## config.mk

```make
export PLATFORM = sky130hd
export DESIGN_NAME = dspm_pin_mux
export DESIGN_NICKNAME = d
export VERILOG_FILES = /design/src/rtl/dspm_pkg.sv /design/src/rtl/dspm_sync.sv /design/src/rtl/dspm_pin_mux.sv
export SDC_FILE = /design/constraint.sdc
export NUM_CORES = 1
export LEC_CHECK = 0
export ABC_AREA = 1
export BUFFER_PORTS_ARGS = -buffer_cell sky130_fd_sc_hd__buf_2
export CAP_MARGIN = 20
export CORE_UTILIZATION = 38
export DETAILED_ROUTE_END_ITERATION = 16
export HOLD_SLACK_MARGIN = 0.15
export PLACE_DENSITY = 0.79
export REMOVE_ABC_BUFFERS = 1
export SYNTH_ARGS = -nofsm -noshare
export SYNTH_HDL_FRONTEND = slang
export SYNTH_SLANG_ARGS = --single-unit
```

## constraint.sdc

```tcl
create_clock -name clk_i -period 0.91 [get_ports clk_i]
set_input_delay 0.0455 -clock clk_i [delete_from_list [all_inputs] [get_ports clk_i]]
set_output_delay 0.0455 -clock clk_i [all_outputs]
set_load 0.01 [all_outputs]
```

## src/rtl/dspm_pkg.sv

```systemverilog
// Package: pin numbering, function selects, pull-up bits and carriers
//
// Contract
// - Index pin defaults to decoder index after reset
// - Port C bit 6 clear disables index pull-up
// - Home pin defaults to decoder home after reset
// - Port C bit 7 clear disables home pull-up
// - Clock pin defaults SPI; port E bit 4 pull-up
// - Master-out pin defaults SPI; port E bit 5 pull-up
// - Master-in pin defaults SPI; port E bit 6 pull-up
// - Port E bit 7 clear disables select pull-up
// - GPIO pins have individual direction control
// - Clock pin drives as master, input as slave
// - Master drives master-out, changes half-cycle early
// - Unselected slave keeps master-in released
// - Selected slave presents master-in half-cycle early
// - Slave-select input marks transfer addressed to device
package dspm_pkg;

  // Pin count and pin positions in the pin vectors
  localparam int unsigned NUM_PINS = 7;
  localparam int unsigned PIN_INDEX = 0;
  localparam int unsigned PIN_HOME = 1;
  localparam int unsigned PIN_SCLK = 2;
  localparam int unsigned PIN_MOUT = 3;
  localparam int unsigned PIN_MIN = 4;
  localparam int unsigned PIN_SSEL = 5;
  localparam int unsigned PIN_SPARE = 6;

  // Pull-up enable register bit positions
  localparam int unsigned PC_PU_INDEX_BIT = 6;
  localparam int unsigned PC_PU_HOME_BIT = 7;
  localparam int unsigned PE_PU_SCLK_BIT = 4;
  localparam int unsigned PE_PU_MOUT_BIT = 5;
  localparam int unsigned PE_PU_MIN_BIT = 6;
  localparam int unsigned PE_PU_SSEL_BIT = 7;

  // Pull-up register width and reset value (all enabled)
  localparam int unsigned PU_W = 8;
  localparam logic [7:0] PU_RESET = 8'hff;

  // Decoder pin function select
  typedef enum logic [1:0] {
    DSPM_QD_PERIPH = 2'h0,
    DSPM_QD_TIMER = 2'h1,
    DSPM_QD_GPIO = 2'h3
  } dspm_qd_fn_t;

  // SPI pin function select
  typedef enum logic {
    DSPM_SPI_PERIPH = 1'h0,
    DSPM_SPI_GPIO = 1'h1
  } dspm_spi_fn_t;

  // Per-pin software configuration
  typedef struct packed {
    dspm_qd_fn_t index_fn;
    dspm_qd_fn_t home_fn;
    dspm_spi_fn_t sclk_fn;
    dspm_spi_fn_t mout_fn;
    dspm_spi_fn_t min_fn;
    dspm_spi_fn_t ssel_fn;
  } dspm_sel_t;

  // One pin's core-side drive: data and active-high enable
  typedef struct packed {
    logic dat;
    logic en;
  } dspm_drv_t;

endpackage

```

## src/rtl/dspm_sync.sv

```systemverilog
// Two-flop synchroniser bank for pad inputs
`timescale 1ns/10ps
`default_nettype none
module dspm_sync #(
  parameter int unsigned WIDTH = 7
) (
  input wire logic clk_i,
  input wire logic reset_n_i,
  input wire logic [WIDTH-1:0] async_i,
  output logic [WIDTH-1:0] sync_o
);

  // First stage, read only by second stage
  logic [WIDTH-1:0] meta;

  ////////////////////////////////////////////////////////////////////////
  // One two-flop chain per bit
  genvar g;
  generate
    for (g = 0; g < WIDTH; g++) begin : g_bit
      always_ff @(posedge clk_i or negedge reset_n_i) begin
        if (!reset_n_i) begin
          meta[g] <= 1'b1;
          sync_o[g] <= 1'b1;
        end else begin
          meta[g] <= async_i[g];
          sync_o[g] <= meta[g];
        end
      end
    end
  endgenerate

endmodule
`default_nettype wire

```

## src/rtl/dspm_pin_mux.sv

```systemverilog
// Decoder and SPI pin multiplexer with pull-up control
`timescale 1ns/10ps
`default_nettype none
module dspm_pin_mux (
  input wire logic clk_i,
  input wire logic reset_n_i,
  // Software configuration
  input wire dspm_pkg::dspm_sel_t sel_i,
  input wire logic [7:0] port_c_pullup_enable_i,
  input wire logic [7:0] port_e_pullup_enable_i,
  input wire logic [dspm_pkg::NUM_PINS-1:0] gpio_dir_out_i,
  input wire logic [dspm_pkg::NUM_PINS-1:0] gpio_dat_i,
  input wire logic spi0_master_mode_i,
  // Timer A channel 2 and 3 drive from the timer
  input wire dspm_pkg::dspm_drv_t timer_a_channel_2_i,
  input wire dspm_pkg::dspm_drv_t timer_a_channel_3_i,
  // SPI engine side
  input wire logic spi0_clock_out_i,
  input wire logic spi0_master_out_i,
  input wire logic spi0_master_in_i,
  input wire logic spi0_slave_select_i,
  input wire logic spi0_shift_edge_i,
  // Pads: in, out, output enable (low drives)
  input wire logic [dspm_pkg::NUM_PINS-1:0] pad_in_i,
  output logic [dspm_pkg::NUM_PINS-1:0] pad_out_o,
  output logic [dspm_pkg::NUM_PINS-1:0] pad_oe_n_o,
  output logic [dspm_pkg::NUM_PINS-1:0] pad_pullup_o,
  // Peripheral side inputs
  output logic decoder0_index_in_o,
  output logic decoder0_home_in_o,
  output logic timer_a_channel_2_in_o,
  output logic timer_a_channel_3_in_o,
  output logic spi0_serial_clock_o,
  output logic spi0_master_out_o,
  output logic spi0_master_in_o,
  output logic spi0_slave_select_o,
  output logic spi0_selected_o,
  output logic [dspm_pkg::NUM_PINS-1:0] gpio_in_o
);

  // Synchronised pad levels
  logic [dspm_pkg::NUM_PINS-1:0] pad_s;
  // Core drive enable per pin, active high
  logic [dspm_pkg::NUM_PINS-1:0] next_drv_en;
  // Core drive data per pin
  logic [dspm_pkg::NUM_PINS-1:0] next_drv_dat;
  // Pull-up set gathered from both registers
  logic [dspm_pkg::NUM_PINS-1:0] next_pullup;
  // Master-out and master-in launch registers
  logic mout_q;
  logic sout_q;

  ////////////////////////////////////////////////////////////////////////
  // Pad input synchronisers
  dspm_sync #(
    .WIDTH(dspm_pkg::NUM_PINS)
  ) u_sync (
    .clk_i(clk_i),
    .reset_n_i(reset_n_i),
    .async_i(pad_in_i),
    .sync_o(pad_s)
  );

  ////////////////////////////////////////////////////////////////////////
  // Data launched on the shift edge, half a clock ahead of the sample edge
  always_ff @(posedge clk_i or negedge reset_n_i) begin
    if (!reset_n_i) begin
      mout_q <= 1'b0;
      sout_q <= 1'b0;
    end else if (spi0_shift_edge_i) begin
      mout_q <= spi0_master_out_i;
      sout_q <= spi0_master_in_i;
    end
  end

  ////////////////////////////////////////////////////////////////////////
  // Peripheral input routing
  always_comb begin
    decoder0_index_in_o = pad_s[dspm_pkg::PIN_INDEX];
    decoder0_home_in_o = pad_s[dspm_pkg::PIN_HOME];
    timer_a_channel_2_in_o = pad_s[dspm_pkg::PIN_INDEX];
    timer_a_channel_3_in_o = pad_s[dspm_pkg::PIN_HOME];
    spi0_serial_clock_o = pad_s[dspm_pkg::PIN_SCLK];
    spi0_master_out_o = pad_s[dspm_pkg::PIN_MOUT];
    spi0_master_in_o = pad_s[dspm_pkg::PIN_MIN];
    spi0_slave_select_o = pad_s[dspm_pkg::PIN_SSEL];
    // Active-low select seen only while the pin is in SPI use
    spi0_selected_o = (sel_i.ssel_fn == dspm_pkg::DSPM_SPI_PERIPH) &&
      !spi0_master_mode_i && !pad_s[dspm_pkg::PIN_SSEL];
    gpio_in_o = pad_s;
  end

  ////////////////////////////////////////////////////////////////////////
  // Output drive selection per pin
  always_comb begin
    next_drv_en = '0;
    next_drv_dat = '0;
    // Index pin
    unique case (sel_i.index_fn)
      dspm_pkg::DSPM_QD_TIMER: begin
        next_drv_en[dspm_pkg::PIN_INDEX] = timer_a_channel_2_i.en;
        next_drv_dat[dspm_pkg::PIN_INDEX] = timer_a_channel_2_i.dat;
      end
      dspm_pkg::DSPM_QD_GPIO: begin
        next_drv_en[dspm_pkg::PIN_INDEX] =
          gpio_dir_out_i[dspm_pkg::PIN_INDEX];
        next_drv_dat[dspm_pkg::PIN_INDEX] = gpio_dat_i[dspm_pkg::PIN_INDEX];
      end
      default: begin
        // Decoder input: pad released
        next_drv_en[dspm_pkg::PIN_INDEX] = 1'b0;
      end
    endcase
    // Home pin
    unique case (sel_i.home_fn)
      dspm_pkg::DSPM_QD_TIMER: begin
        next_drv_en[dspm_pkg::PIN_HOME] = timer_a_channel_3_i.en;
        next_drv_dat[dspm_pkg::PIN_HOME] = timer_a_channel_3_i.dat;
      end
      dspm_pkg::DSPM_QD_GPIO: begin
        next_drv_en[dspm_pkg::PIN_HOME] =
          gpio_dir_out_i[dspm_pkg::PIN_HOME];
        next_drv_dat[dspm_pkg::PIN_HOME] = gpio_dat_i[dspm_pkg::PIN_HOME];
      end
      default: begin
        // Decoder input: pad released
        next_drv_en[dspm_pkg::PIN_HOME] = 1'b0;
      end
    endcase
    // Serial clock: out as master, in as slave
    if (sel_i.sclk_fn == dspm_pkg::DSPM_SPI_PERIPH) begin
      next_drv_en[dspm_pkg::PIN_SCLK] = spi0_master_mode_i;
      next_drv_dat[dspm_pkg::PIN_SCLK] = spi0_clock_out_i;
    end else begin
      next_drv_en[dspm_pkg::PIN_SCLK] = gpio_dir_out_i[dspm_pkg::PIN_SCLK];
      next_drv_dat[dspm_pkg::PIN_SCLK] = gpio_dat_i[dspm_pkg::PIN_SCLK];
    end
    // Master-out: driven by master only
    if (sel_i.mout_fn == dspm_pkg::DSPM_SPI_PERIPH) begin
      next_drv_en[dspm_pkg::PIN_MOUT] = spi0_master_mode_i;
      next_drv_dat[dspm_pkg::PIN_MOUT] = mout_q;
    end else begin
      next_drv_en[dspm_pkg::PIN_MOUT] = gpio_dir_out_i[dspm_pkg::PIN_MOUT];
      next_drv_dat[dspm_pkg::PIN_MOUT] = gpio_dat_i[dspm_pkg::PIN_MOUT];
    end
    // Master-in: driven only by a selected slave
    if (sel_i.min_fn == dspm_pkg::DSPM_SPI_PERIPH) begin
      next_drv_en[dspm_pkg::PIN_MIN] = !spi0_master_mode_i &&
        !pad_s[dspm_pkg::PIN_SSEL] &&
        (sel_i.ssel_fn == dspm_pkg::DSPM_SPI_PERIPH);
      next_drv_dat[dspm_pkg::PIN_MIN] = sout_q;
    end else begin
      next_drv_en[dspm_pkg::PIN_MIN] = gpio_dir_out_i[dspm_pkg::PIN_MIN];
      next_drv_dat[dspm_pkg::PIN_MIN] = gpio_dat_i[dspm_pkg::PIN_MIN];
    end
    // Slave select: input only in SPI use
    if (sel_i.ssel_fn == dspm_pkg::DSPM_SPI_PERIPH) begin
      next_drv_en[dspm_pkg::PIN_SSEL] = 1'b0;
    end else begin
      next_drv_en[dspm_pkg::PIN_SSEL] = gpio_dir_out_i[dspm_pkg::PIN_SSEL];
      next_drv_dat[dspm_pkg::PIN_SSEL] = gpio_dat_i[dspm_pkg::PIN_SSEL];
    end
    // Spare position: plain GPIO
    next_drv_en[dspm_pkg::PIN_SPARE] = gpio_dir_out_i[dspm_pkg::PIN_SPARE];
    next_drv_dat[dspm_pkg::PIN_SPARE] = gpio_dat_i[dspm_pkg::PIN_SPARE];
  end

  ////////////////////////////////////////////////////////////////////////
  // Pull-up gathering from register bits
  always_comb begin
    next_pullup = '1;
    next_pullup[dspm_pkg::PIN_INDEX] =
      port_c_pullup_enable_i[dspm_pkg::PC_PU_INDEX_BIT];
    next_pullup[dspm_pkg::PIN_HOME] =
      port_c_pullup_enable_i[dspm_pkg::PC_PU_HOME_BIT];
    next_pullup[dspm_pkg::PIN_SCLK] =
      port_e_pullup_enable_i[dspm_pkg::PE_PU_SCLK_BIT];
    next_pullup[dspm_pkg::PIN_MOUT] =
      port_e_pullup_enable_i[dspm_pkg::PE_PU_MOUT_BIT];
    next_pullup[dspm_pkg::PIN_MIN] =
      port_e_pullup_enable_i[dspm_pkg::PE_PU_MIN_BIT];
    next_pullup[dspm_pkg::PIN_SSEL] =
      port_e_pullup_enable_i[dspm_pkg::PE_PU_SSEL_BIT];
  end

  ////////////////////////////////////////////////////////////////////////
  // Registered pad drive; reset releases all pads with pull-ups on
  always_ff @(posedge clk_i or negedge reset_n_i) begin
    if (!reset_n_i) begin
      pad_oe_n_o <= '1;
      pad_out_o <= '0;
    end else begin
      pad_oe_n_o <= ~next_drv_en;
      pad_out_o <= next_drv_dat;
    end
  end

  // Registered pull-up controls
  always_ff @(posedge clk_i or negedge reset_n_i) begin
    if (!reset_n_i) begin
      pad_pullup_o <= '1;
    end else begin
      pad_pullup_o <= next_pullup;
    end
  end

  ////////////////////////////////////////////////////////////////////////
  // Checks
  a_index_pullup: assert property (@(posedge clk_i) disable iff (!reset_n_i)
    !port_c_pullup_enable_i[dspm_pkg::PC_PU_INDEX_BIT] |=>
    !pad_pullup_o[dspm_pkg::PIN_INDEX])
    else $error("index pull-up not off");
  a_home_pullup: assert property (@(posedge clk_i) disable iff (!reset_n_i)
    !port_c_pullup_enable_i[dspm_pkg::PC_PU_HOME_BIT] |=>
    !pad_pullup_o[dspm_pkg::PIN_HOME])
    else $error("home pull-up not off");
  a_sclk_pullup: assert property (@(posedge clk_i) disable iff (!reset_n_i)
    !port_e_pullup_enable_i[dspm_pkg::PE_PU_SCLK_BIT] |=>
    !pad_pullup_o[dspm_pkg::PIN_SCLK])
    else $error("clock pull-up not off");
  a_mout_pullup: assert property (@(posedge clk_i) disable iff (!reset_n_i)
    !port_e_pullup_enable_i[dspm_pkg::PE_PU_MOUT_BIT] |=>
    !pad_pullup_o[dspm_pkg::PIN_MOUT])
    else $error("master-out pull-up not off");
  a_min_pullup: assert property (@(posedge clk_i) disable iff (!reset_n_i)
    !port_e_pullup_enable_i[dspm_pkg::PE_PU_MIN_BIT] |=>
    !pad_pullup_o[dspm_pkg::PIN_MIN])
    else $error("master-in pull-up not off");
  a_ssel_pullup: assert property (@(posedge clk_i) disable iff (!reset_n_i)
    !port_e_pullup_enable_i[dspm_pkg::PE_PU_SSEL_BIT] |=>
    !pad_pullup_o[dspm_pkg::PIN_SSEL])
    else $error("select pull-up not off");
  a_sclk_dir: assert property (@(posedge clk_i) disable iff (!reset_n_i)
    (sel_i.sclk_fn == dspm_pkg::DSPM_SPI_PERIPH) |=>
    (pad_oe_n_o[dspm_pkg::PIN_SCLK] == !$past(spi0_master_mode_i)))
    else $error("clock pin direction wrong");
  a_min_release: assert property (@(posedge clk_i) disable iff (!reset_n_i)
    (sel_i.min_fn == dspm_pkg::DSPM_SPI_PERIPH && pad_s[dspm_pkg::PIN_SSEL])
    |=> pad_oe_n_o[dspm_pkg::PIN_MIN])
    else $error("unselected slave drives master-in");
  a_mout_slave: assert property (@(posedge clk_i) disable iff (!reset_n_i)
    (!spi0_master_mode_i && sel_i.mout_fn == dspm_pkg::DSPM_SPI_PERIPH) |=>
    pad_oe_n_o[dspm_pkg::PIN_MOUT])
    else $error("slave drives master-out");
  a_index_input: assert property (@(posedge clk_i) disable iff (!reset_n_i)
    (sel_i.index_fn == dspm_pkg::DSPM_QD_PERIPH) |=>
    pad_oe_n_o[dspm_pkg::PIN_INDEX])
    else $error("index pin driven as decoder input");
  a_gpio_dir: assert property (@(posedge clk_i) disable iff (!reset_n_i)
    (sel_i.home_fn == dspm_pkg::DSPM_QD_GPIO) |=>
    (pad_oe_n_o[dspm_pkg::PIN_HOME] ==
    !$past(gpio_dir_out_i[dspm_pkg::PIN_HOME])))
    else $error("gpio direction not applied");
  a_mout_launch: assert property (@(posedge clk_i) disable iff (!reset_n_i)
    spi0_shift_edge_i ##1 (spi0_master_mode_i && !spi0_shift_edge_i &&
    sel_i.mout_fn == dspm_pkg::DSPM_SPI_PERIPH) |=>
    (pad_out_o[dspm_pkg::PIN_MOUT] == $past(spi0_master_out_i, 2)))
    else $error("master-out data not launched");
  c_master: cover property (@(posedge clk_i) disable iff (!reset_n_i)
    spi0_master_mode_i && !pad_oe_n_o[dspm_pkg::PIN_SCLK]);
  c_slave_sel: cover property (@(posedge clk_i) disable iff (!reset_n_i)
    spi0_selected_o ##1 !pad_oe_n_o[dspm_pkg::PIN_MIN]);
  c_gpio_out: cover property (@(posedge clk_i) disable iff (!reset_n_i)
    sel_i.index_fn == dspm_pkg::DSPM_QD_GPIO &&
    !pad_oe_n_o[dspm_pkg::PIN_INDEX]);

endmodule
`default_nettype wire

```

; ---- Word-level counts from Yosys, hierarchy flattened
; Cells that the tools add are included.
[totals]
in_bits = 57
output_inout_bits = 37
reg_bits = 36
elab_cells = 43
[classes]
muxes = 12
bitwise_logic = 2
n_reduce_logical = 6
eq_ne = 4
[ops]
columns = cell, n
row1 = 1-bit two-way mux, 8
row2 = 1-bit one-hot mux with 2 select lines, 4
row3 = 7-bit NOT, 1
row4 = "2-bit by 1-bit equality test with 1-bit output, second input constant", 2
row5 = "2-bit equality test, second input constant", 2
row6 = 1-bit logical AND, 4
row7 = 1-bit logical NOT, 2
row8 = 1-bit NOT, 1

; ---- Logic depth before layout (Yosys ltp)
; Gate-level depths: netlist of the first run.
[depth]
word_depth = 5
mapped_depth = 4
mapped_depth_nobuf = 4

; ---- Hierarchy
; A second synthesis of the first run with hierarchy kept.
[unflattened]
cells_unflattened = 91
area_unflattened_um2 = 1196.1
[modules_own_cells]
columns = module, area_each_um2, n_inst, cells_per_inst, seq_area_each_um2
row1 = dspm_pin_mux, 828.3, 1, 77, 566.8
row2 = dspm_sync, 367.9, 1, 14, 367.9

; ---- Least setup slack after synthesis of the first run
; OpenSTA, ideal clock, no wires.
[synth_timing]
path_kind = register to register
startpoint = reg u_sync.sync_o[5]
endpoint = reg pad_oe_n_o[4] (netlist name)
path_stages_with_launch = 5
n_path_buf = 0
t_arrival_ps = 731
required_time_ps = 850
setup_time_ps = 60
path_slack_ps = 119
period_less_slack_ps = 791
path_cell_list = dfstp_2 -> nor2_1 -> nand2_1 -> nand2_1 -> nand2_1
[synth_via]
elab_chain_cells = 5
[synth_rtl]
columns = element, line
row1 = start: declaration, dspm_sync.sv:10  ; output logic [WIDTH-1:0] sync_o
row2 = start signal: indexed assignment, dspm_sync.sv:27  ; sync_o[g] <= meta[g];
row3 = 1-bit logical NOT, dspm_pin_mux.sv:149  ; !pad_s[dspm_pkg::PIN_SSEL] &&
row4 = 1-bit logical AND, dspm_pin_mux.sv:148  ; next_drv_en[dspm_pkg::PIN_MIN] = !spi0_master_mode_i &&
row5 = 1-bit logical AND, dspm_pin_mux.sv:149
row6 = 1-bit two-way mux, dspm_pin_mux.sv:147  ; if (sel_i.min_fn == dspm_pkg::DSPM_SPI_PERIPH) begin
row7 = 7-bit NOT, dspm_pin_mux.sv:193  ; pad_oe_n_o <= ~next_drv_en;
row8 = end signal: assignment, dspm_pin_mux.sv:193
row9 = end: declaration, dspm_pin_mux.sv:26  ; output logic [dspm_pkg::NUM_PINS-1:0] pad_oe_n_o,
; Every way passes these cells.
; A chain may end at the register's enable or synchronous reset.

; ---- Worst setup path in the final report of the first run
[layout_timing]
startpoint = reg u_sync.sync_o[5]
endpoint = out spi0_selected_o
[layout_via]
elab_chain_cells = 2
[layout_rtl]
columns = element, line
row1 = 1-bit logical NOT, dspm_pin_mux.sv:89  ; !spi0_master_mode_i && !pad_s[dspm_pkg::PIN_SSEL];
row2 = 1-bit logical AND, dspm_pin_mux.sv:89
row3 = end: declaration, dspm_pin_mux.sv:37  ; output logic spi0_selected_o,
; Every way passes these cells.

==> flow_summary.yaml, run 1 <==
clocking:
  h-tree-depth: 2
  path_clk_slew_ps: 110
  cts_tree: "done"
  insertion_delay_ps: 340
  cts_num_sinks: 36
  clockBufferDepth: 2
  cts_made_buffers: 5
  cts-root-buf: "clkbuf_4"
timing:
  slew_violations: 0
  fin_crit_sh: 1.36
  fin_skew_ps: 9.82
  max_clock_freq_mhz: 808
  fin_crit_ps: 1240
  finalSetupViolCount: 32
  report.final.hold_viol_count: 0
  grt_setup_unrepaired: "true"
  fin_ws_ps: -328
synthesis:
  synth_area_per_cell_um2: 13.1
  synth_area_mm2: 0.00120
  yosys.area.top_type: "dfstp_2"
  synth.area.top_cells: "dfstp_2, dfrtp_1, buf_4, nand2_1, inv_1"
  synth-seq-cells: 36
  synthCells: 91
  synth_warnings: 0
  seq_area_frac_synth: 0.781
  synth.top_cell.area_share: 0.593
  synth.distinct_cells: 11
status:
  outcome: "finished with violations"
  violations: "design-rule violations, negative setup slack"
power:
  power.total_uw: 3290
  total_leakage_power_uw: 0.00116
  ir_worst_vdd_mv: 1.00
  power_density_mw_per_mm2: 1420
place:
  dpl_cell_area_mm2: 0.00161
  place_ws_ps: 58.4
  gp_congestion: 0.695
  io_buffers: 81
  hpwl_mm: 1.76
routing:
  first_pass_iters: 10
  route.met3.wl_um: 312
  drc: 1
  vias: 1137
  met1_length_mm: 1.38
  drt-total-wl_mm: 3.91
  ant_nets: 0
  routedWlPerCell_um: 15.0
  routed-wl-met2_mm: 2.11
  dr.max_layer_used: "met4"
  drt_iter0_markers: 23
  viasPerCell: 4.36
worst_setup_path:
  endpoint_kind: "output port"
  crit_type: "reg -> out"
  crit_path_max_fanout: 2
  critPathMaxStageDelay_ps: 550
  crit_path_top_delay_cell: "dfstp_2"
  crit_buf_inv: 2
  critical_path_arrival_ps: 1190
  cp.depth: 4
  cpLargestDelayFamily: "flip-flops"
  cp-start-kind: "flip-flop"
  crit_required_ps: 860
  r2r_cells: 5
  crit_chain: "nor2_1, nand2_1, inv_1, buf_2"
floorplanning:
  die_w_um: 58.1
  die_y_um: 58.1
  start_util: 0.416
  die_area_mm2: 0.00338
  std_cell_rows: 19
  coreArea_mm2: 0.00288
  num_io_pins: 94
grt:
  grt_use_total: 0.246
  grt_max_degree: 37
  grt_pass1_vias: 1241
  grt_pass1_wl_mm: 5.76
  overflow: 0
  antenna_found_initial: 0
run:
  drv_cap: 0
worst_hold_path:
  hold_depth: 6
  hp-class: "in -> reg"
layout:
  drive_gt1_frac: 0.543
  antenna_cells: 0
  final_nets: 275
  design_area_mm2: 0.00231
  ff_latch_area_um2: 935
  multiInputGateArea_um2: 149
  n_fill_cell: 148
  area_growth_pct: 93.0
==> kinds of logic (layout without fill, tap and decap cells) <==
| group | count (synthesis) | in the layout | share of synthesized area |
|---|---|---|---|
| flops | 36 | 36 | 0.781 |
| simple gates | 26 | 26 | 0.0921 |
| buf+inv | 21 | 149 | 0.0941 |
| compound gates | 7 | 7 | 0.0293 |
| other cells | 1 | 1 | 0.00314 |
==> worst paths after layout <==
path	start	to	slack (ps)
setup / recovery	u_sync.sync_o[5]	spi0_selected_o	-330
hold / removal	spi0_master_mode_i	pad_oe_n_o[4]	120
setup reg to reg	u_sync.sync_o[5]	pad_oe_n_o[4]	-10
hold reg to reg	u_sync.meta[4]	u_sync.sync_o[4]	360
max in group asynchronous	reset_n_i	u_sync.meta[4]	450
min in group asynchronous	reset_n_i	pad_out_o[2]	210
==> where the power goes <==
group / switching (uW) / total, uW / internal [uW] / leakage, uW
Combinational: 238 / 609 / 371 / 0.000728
Sequential: 50.1 / 1800 / 1750 / 0.000395
Clock: 514 / 882 / 368 / 0.0000380
==> per-layer routing <==
layer	global-route usage	vias to the layer above
met5	0	-
met4	0.0986	0
met2	0.452	66
li1	-	520
met3	0.0938	11
met1	0.248	540
==> flip-flops by register name (all words and copies together) (netlist names) <==
| name | flops |
|---|---|
| sout_q | 1 |
| pad_pullup_o | 6 |
| u_sync.sync_o | 7 |
| mout_q | 1 |
| pad_out_o | 7 |
| pad_oe_n_o | 7 |
| u_sync.meta | 7 |
==> worst register-to-register path, stage by stage (launching register included) <==
cell,delay [ps]
dfstp_2,550
nor2_1,50
nand2_1,80
buf_4,110
nand2_1,40
nand2_1,60
==> per-stage QoR <==
| stage | hold slack [ps] | setup TNS (ps) | std cells | util |
|---|---|---|---|---|
| final | 124 | -4370 | 261 | 0.803 |
| after global routing | 157 | -5930 | 261 | 0.803 |
| after CTS | -143 | -4320 | 259 | 0.796 |
| after detailed placement | 21.3 | 0 | 206 | 0.559 |
| after global placement | 12.6 | 0 | 206 | 0.559 |
| after floorplan | -250 | 0 | 82 | - |
==> cell usage in the layout, fill, tap and decap left out, drive strengths merged <==
cell type    count
clkbuf           6
a21oi            2
or2              1
conb             1
nand3            8
nand2           14
clkinv           2
buf             84
dlygate4sd3     45
dfstp           27
inv             12
nor2             3
o21ai            5
dfrtp            9
==> synth_stat cells (all sizes together) <==
library cell,number
nor2,3
nand2,14
dfrtp,9
inv,12
a21oi,2
nand3,8
conb,1
or2,1
dfstp,27
buf,9
o21ai,5
==> cell type report <==
class	count	area share
clock buffer	6	0.0222
clock inverter	2	0.00434
inverter	12	0.0195
multi-input combinational	34	0.0645
sequential	36	0.405
tap	42	0.0228
timing repair buffer	129	0.462
==> repair_timing <==
| action | in CTS | in global routing |
|---|---|---|
| hold endpoints to repair | 65 | 4 |
| buffers inserted | 2 | 0 |
| hold buffers | 43 | 2 |
| endpoints found under the setup margin | 30 | 37 |
| resized for setup | 28 | 0 |
No activity file was read; power rests on OpenSTA's default activity.
==> run 2, diff against run 1 <==
--- a/config.mk
+++ b/config.mk
@@ -15,4 +15,5 @@
 export REMOVE_ABC_BUFFERS = 1
 export SYNTH_ARGS = -nofsm -noshare
 export SYNTH_HDL_FRONTEND = slang
+export SYNTH_HIERARCHICAL = 1
 export SYNTH_SLANG_ARGS = --single-unit
==> flow_summary.yaml, run 2 <==
worst_setup_path:
  critical_path_arrival_ps: 1180
  crit_path_max_fanout: 2
  crit_start: "u_sync/sync_o[5]"
  crit_required_ps: 860
  r2r-start: "u_sync/sync_o[5]"
  cp-start-kind: "flip-flop"
  endpoint_kind: "output port"
  crit_type: "reg -> out"
synthesis:
  synthCells: 91
  synth_top_family_by_area: "buffers and inverters"
  synth.area.mux_share: 0
  synth.area.top_cells: "dfstp_2, dfrtp_1, buf_4, nand2_1, inv_1"
  synthTopCellsByCount: "dfstp_2, nand2_1, inv_1"
  seq_area_frac_synth: 0.781
  synth_area_per_cell_um2: 13.1
  synth-xor-area-share: 0
  synth-seq-cells: 36
  synth_area_mm2: 0.00120
  synth_warnings: 6
  async_reset_ff_frac: 1.00
  synth.top_cell.area_share: 0.593
  synth_compound_area_frac: 0.0293
  synth.distinct_cells: 11
  synthSimpleGateAreaFrac: 0.0921
  synth_flop_cell: "dfstp_2"
  yosys.area.top_type: "dfstp_2"
  yosysMostFrequentCell: "dfstp_2"
  synth-edff-count: 0
  synthAdderAreaFrac: 0
layout:
  area_growth_pct: 95.4
  final_nets: 275
  final_common_cell: "buf_2"
  final-instance-count-excl-fill: 261
  final_cell_mix: "buf_2, dlygate4sd3_1, buf_6, dfstp_2"
  drive_gt1_frac: 0.562
  utilization: 0.813
  antenna_cells: 0
power:
  p_comb_frac: 0.183
  p_sw_uw: 808
  p_int_uw: 2580
  total_leakage_power_uw: 0.00116
  ir_worst_vdd_mv: 0.852
  clkPwrFrac: 0.287
  switching_share: 0.239
  power_density_mw_per_mm2: 1450
  seq_power_share: 0.531
place:
  hpwl_mm: 1.86
  gp_congestion: 0.657
  place_ws_ps: 55.7
  io_buffers: 81
  place_inst: 206
routing:
  drt_iter0_markers: 19
  viasPerCell: 4.30
  first_pass_iters: 5
  routedWlPerCell_um: 14.6
  drt-total-wl_mm: 3.82
  drc: 0
  ant_nets: 0
  vias: 1121
clocking:
  h-tree-depth: 2
  clockBufferDepth: 2
  cts_tree: "done"
  cts_num_sinks: 36
  insertion_delay_ps: 330
  path_clk_slew_ps: 90
  cts-root-buf: "clkbuf_4"
  cts_made_buffers: 5
timing:
  fin_ws_ps: -317
  max_clock_freq_mhz: 815
  report.final.hold_viol_count: 0
  fin_skew_ps: 1.11
  slew_violations: 0
  fin_crit_ps: 1230
  fin_crit_sh: 1.35
  grt_setup_unrepaired: "true"
  finalSetupViolCount: 31
grt:
  grt_pass1_vias: 1199
  grt_max_degree: 37
  grt_pass1_wl_mm: 5.71
  use_met1: 0.247
  use_met2: 0.456
  grt_use_total: 0.241
  antenna_found_initial: 0
  busiest_layer: "met2"
  grt.met3_usage: 0.0737
  overflow: 0
floorplanning:
  std_cell_rows: 19
  coreArea_mm2: 0.00288
  die_w_um: 58.1
  num_io_pins: 94
  die_y_um: 58.1
  die_area_mm2: 0.00338
  start_util: 0.416
status:
  outcome: "finished with violations"
  violations: "negative setup slack"
run:
  drv_cap: 0
worst_hold_path:
  holdCritStartpoint: "spi0_master_mode_i"
  hp-class: "in -> reg"
-- run 2: cell families (layout without fill, tap and decap cells) --
| kind of cell | after synthesis | in the layout |
|---|---|---|
| other | 1 | 1 |
| AND/OR/NAND/NOR | 26 | 26 |
| AO/OA/AOI/OAI | 7 | 7 |
| buffers and inverters | 21 | 149 |
| flip-flops | 36 | 36 |
-- run 2: worst paths after layout --
path,endpoint,cells after the start,slack (ps)
worst max-delay path,spi0_selected_o,4,-320
worst min-delay path,pad_oe_n_o[4],6,140
worst max register to register,pad_oe_n_o[4],5,-60
worst min register to register,u_sync/sync_o[4],0,360
max in group asynchronous,pad_oe_n_o[4],3,400
min in group asynchronous,pad_out_o[2],3,240
-- run 2: routing by layer --
metal | routed length [um] | up-vias
met5 | 0 | -
met4 | 79 | 0
met3 | 325 | 9
met2 | 2050 | 71
met1 | 1360 | 523
li1 | - | 518
-- run 2: what timing repair did --
action                                  in CTS  in global routing
setup buffers                                1                  1
hold endpoints to repair                    65                  4
pin swaps                                    0                  4
endpoints found under the setup margin      30                 35
gates resized for setup                     28                  7
gates cloned                                 0                  0
hold buffers                                43                  2
-- run 2: final cells by class --
type | count | area, um^2
Fill cell | 140 | 539
Inverter | 12 | 45.0
Tap cell | 42 | 52.6
Sequential cell | 36 | 935
Timing Repair Buffer | 129 | 1070
Clock buffer | 8 | 68.8
Multi-Input combinational cell | 34 | 164
-- run 2: worst max-delay path, cell delays in order, from the launching register on --
cell	delay (ps)
dfstp_2	590
nor2_4	50
nand2_2	70
inv_2	40
buf_6	110
-- run 2: power groups by stage --
| stage | Sequential [uW] | Combinational [uW] | Clock [uW] |
|---|---|---|---|
| after floorplan | 1850 | 51.5 | 0 |
| after global placement | 1790 | 341 | 0 |
| after detailed placement | 1800 | 355 | 0 |
| after CTS | 1790 | 579 | 974 |
| after global routing | 1810 | 662 | 1060 |
| final | 1800 | 618 | 970 |
-- run 2: per-stage QoR --
| stage | setup TNS [ps] | hold WS (ps) | area (um^2) | power [uW] |
|---|---|---|---|---|
| 2_1_floorplan | 0 | -250 | 1130 | 1900 |
| 3_3_place_gp | 0 | 13.2 | 1610 | 2140 |
| 3_5_place_dp | 0 | 16.6 | 1610 | 2150 |
| 4_1_cts | -4220 | -135 | 2290 | 3340 |
| 5_1_grt | -5560 | 163 | 2340 | 3530 |
| 6_report | -4360 | 142 | 2340 | 3390 |
==> run 3, diff against run 2 <==
--- a/config.mk
+++ b/config.mk
@@ -15,5 +15,4 @@
 export REMOVE_ABC_BUFFERS = 1
 export SYNTH_ARGS = -nofsm -noshare
 export SYNTH_HDL_FRONTEND = slang
-export SYNTH_HIERARCHICAL = 1
 export SYNTH_SLANG_ARGS = --single-unit
==> constraint.sdc (replaced) <==
create_clock -name clk_i -period 1.4 [get_ports clk_i]
set_input_delay 0.07 -clock clk_i [delete_from_list [all_inputs] [get_ports clk_i]]
set_output_delay 0.07 -clock clk_i [all_outputs]
set_load 0.01 [all_outputs]
==> flow_summary.yaml, run 3 (same netlist as run 1, synthesis figures left out) <==
worst_setup_path:
  setup.worst_path.end: "pad_oe_n_o[2]"
  crit_required_ps: 1680
  cpMostUsedCell: "dlygate4sd3_1"
  r2r_cells: 4
  endpoint_kind: "flip-flop"
  crit_path_max_fanout: 3
  cp-start-kind: "input pin"
  critPathMaxStageDelay_ps: 590
  crit_chain: "dlygate4sd3_1, buf_2, inv_1, nor2_1, a21oi_1, dlygate4sd3_1"
  regToRegSetupSlack_ps: 530
  critical_path_arrival_ps: 1610
  crit_start: "spi0_master_mode_i"
  crit_type: "in -> reg"
  crit_path_top_delay_cell: "dlygate4sd3_1"
  timing.rr.end: "pad_oe_n_o[4]"
  r2r-start: "u_sync.sync_o[5]"
power:
  p_int_uw: 1710
  power_density_mw_per_mm2: 984
  ir_worst_vdd_mv: 0.565
  clkPwrFrac: 0.318
  p_comb_frac: 0.161
  power.total_uw: 2220
  total_leakage_power_uw: 0.00111
  seq_power_share: 0.521
  p_sw_uw: 503
  switching_share: 0.227
floorplanning:
  num_io_pins: 94
  die_area_mm2: 0.00338
  die_w_um: 58.1
  die_y_um: 58.1
  std_cell_rows: 19
  coreArea_mm2: 0.00288
  start_util: 0.416
routing:
  first_pass_iters: 12
  drt-total-wl_mm: 3.66
  drt_iter0_markers: 33
  drc: 1
  ant_nets: 0
  vias: 1181
  routedWlPerCell_um: 13.5
  viasPerCell: 4.34
grt:
  use_met2: 0.443
  overflow: 0
  busiest_layer: "met2"
  grt_max_degree: 37
  grt_use_total: 0.242
  use_met1: 0.250
  grt.met3_usage: 0.0826
  grt_pass1_vias: 1253
  grt_pass1_wl_mm: 5.80
  antenna_found_initial: 0
place:
  gp_congestion: 0.698
  hpwl_mm: 1.72
  io_buffers: 81
  dpl_cell_area_mm2: 0.00159
  place_ws_ps: 508
layout:
  utilization: 0.783
  drive_gt1_frac: 0.500
  antenna_cells: 0
  final_cell_mix: "buf_2, dlygate4sd3_1, dfstp_2, nand2_1, inv_1"
  final_nets: 286
  area_growth_pct: 88.4
  n_fill_cell: 171
  design_area_mm2: 0.00225
  final_common_cell: "buf_2"
timing:
  slew_violations: 0
  grt_setup_unrepaired: "false"
  worst_pin_slew_ps: 763
  report.final.hold_viol_count: 0
  fin_crit_sh: 0.949
  fin_tns_setup_ps: 0
  finalSetupViolCount: 0
  max_clock_freq_mhz: 752
  fin_skew_ps: 5.27
  fin_crit_ps: 1330
  max-slew-margin-rel: 0.491
  fin_ws_ps: 71.0
clocking:
  path_clk_slew_ps: 110
  cts_resized: 0
  insertion_delay_ps: 330
  clockBufferDepth: 2
  cts_num_sinks: 36
  cts_made_buffers: 5
  cts-root-buf: "clkbuf_4"
  cts_setup_buffers: 0
  h-tree-depth: 2
  cts_tree: "done"
worst_hold_path:
  hp-class: "in -> async"
status:
  violations: "design-rule violations"
  outcome: "finished with violations"
run:
  drv_cap: 0
run 3: cell count changes in the layout (fill, tap and decap cells not counted), moves of 2 or more:
cell,before,now
buf_4,2,0
nand2_2,3,0
buf_2,52,81
dlygate4sd3_1,45,59
clkbuf_8,2,0
buf_6,29,0
nand2_1,11,14
run 3: stage by stage:
step | std cells | hold slack (ps)
after floorplan | 82 | -226
after global placement | 205 | 152
after detailed placement | 205 | 176
after CTS | 272 | 361
after global routing | 272 | 354
final | 272 | 331
run 3: worst min path at each step:
stage                     cells past startpoint              end  slack, ps
after floorplan                               0           mout_q       -230
after global placement                        1     pad_out_o[2]        150
after detailed placement                      1     pad_out_o[5]        180
after CTS                                     2     pad_out_o[2]        360
after global routing                          2  pad_pullup_o[2]        350
final                                         2     pad_out_o[5]        330
run 3: final cells by class:
type                    instances  area (um^2)  area share
well taps                      42         52.6      0.0233
inverters                      12         45.0      0.0200
clock buffers                   6         41.3      0.0183
flip-flops and latches         36          935       0.415
multi-input cells              34          149      0.0661
repair buffers                140          996       0.442
clock inverters                 2         35.0      0.0155
run 3: worst max-delay path, delay by kind of cell:
| family | cells | cell delay [ps] |
|---|---|---|
| buffers and inverters | 4 | 1360 |
| AND/OR/NAND/NOR | 1 | 50 |
| AO/OA/AOI/OAI | 1 | 130 |
run 3: repair_timing:
item	CTS	global route
endpoints found under the hold margin	38	0
setup endpoints to repair	0	0
hold buffers	59	0
run 3: power groups by stage:
stage / logic [uW] / registers (uW) / clock network, uW
floorplan: 33.5 / 1200 / 0
global placement: 214 / 1170 / 0
CTS: 345 / 1150 / 721
global route: 390 / 1160 / 786
detailed placement: 220 / 1170 / 0
finish: 358 / 1160 / 704
run 3: layer usage:
layer  share of wire  vias to the layer above  wire length, um
met4           0.026                        0               94
met1            0.36                      558             1300
li1                -                      545                -
met2            0.54                       69             1970
met3           0.081                        9              297
met5               0                        -                0
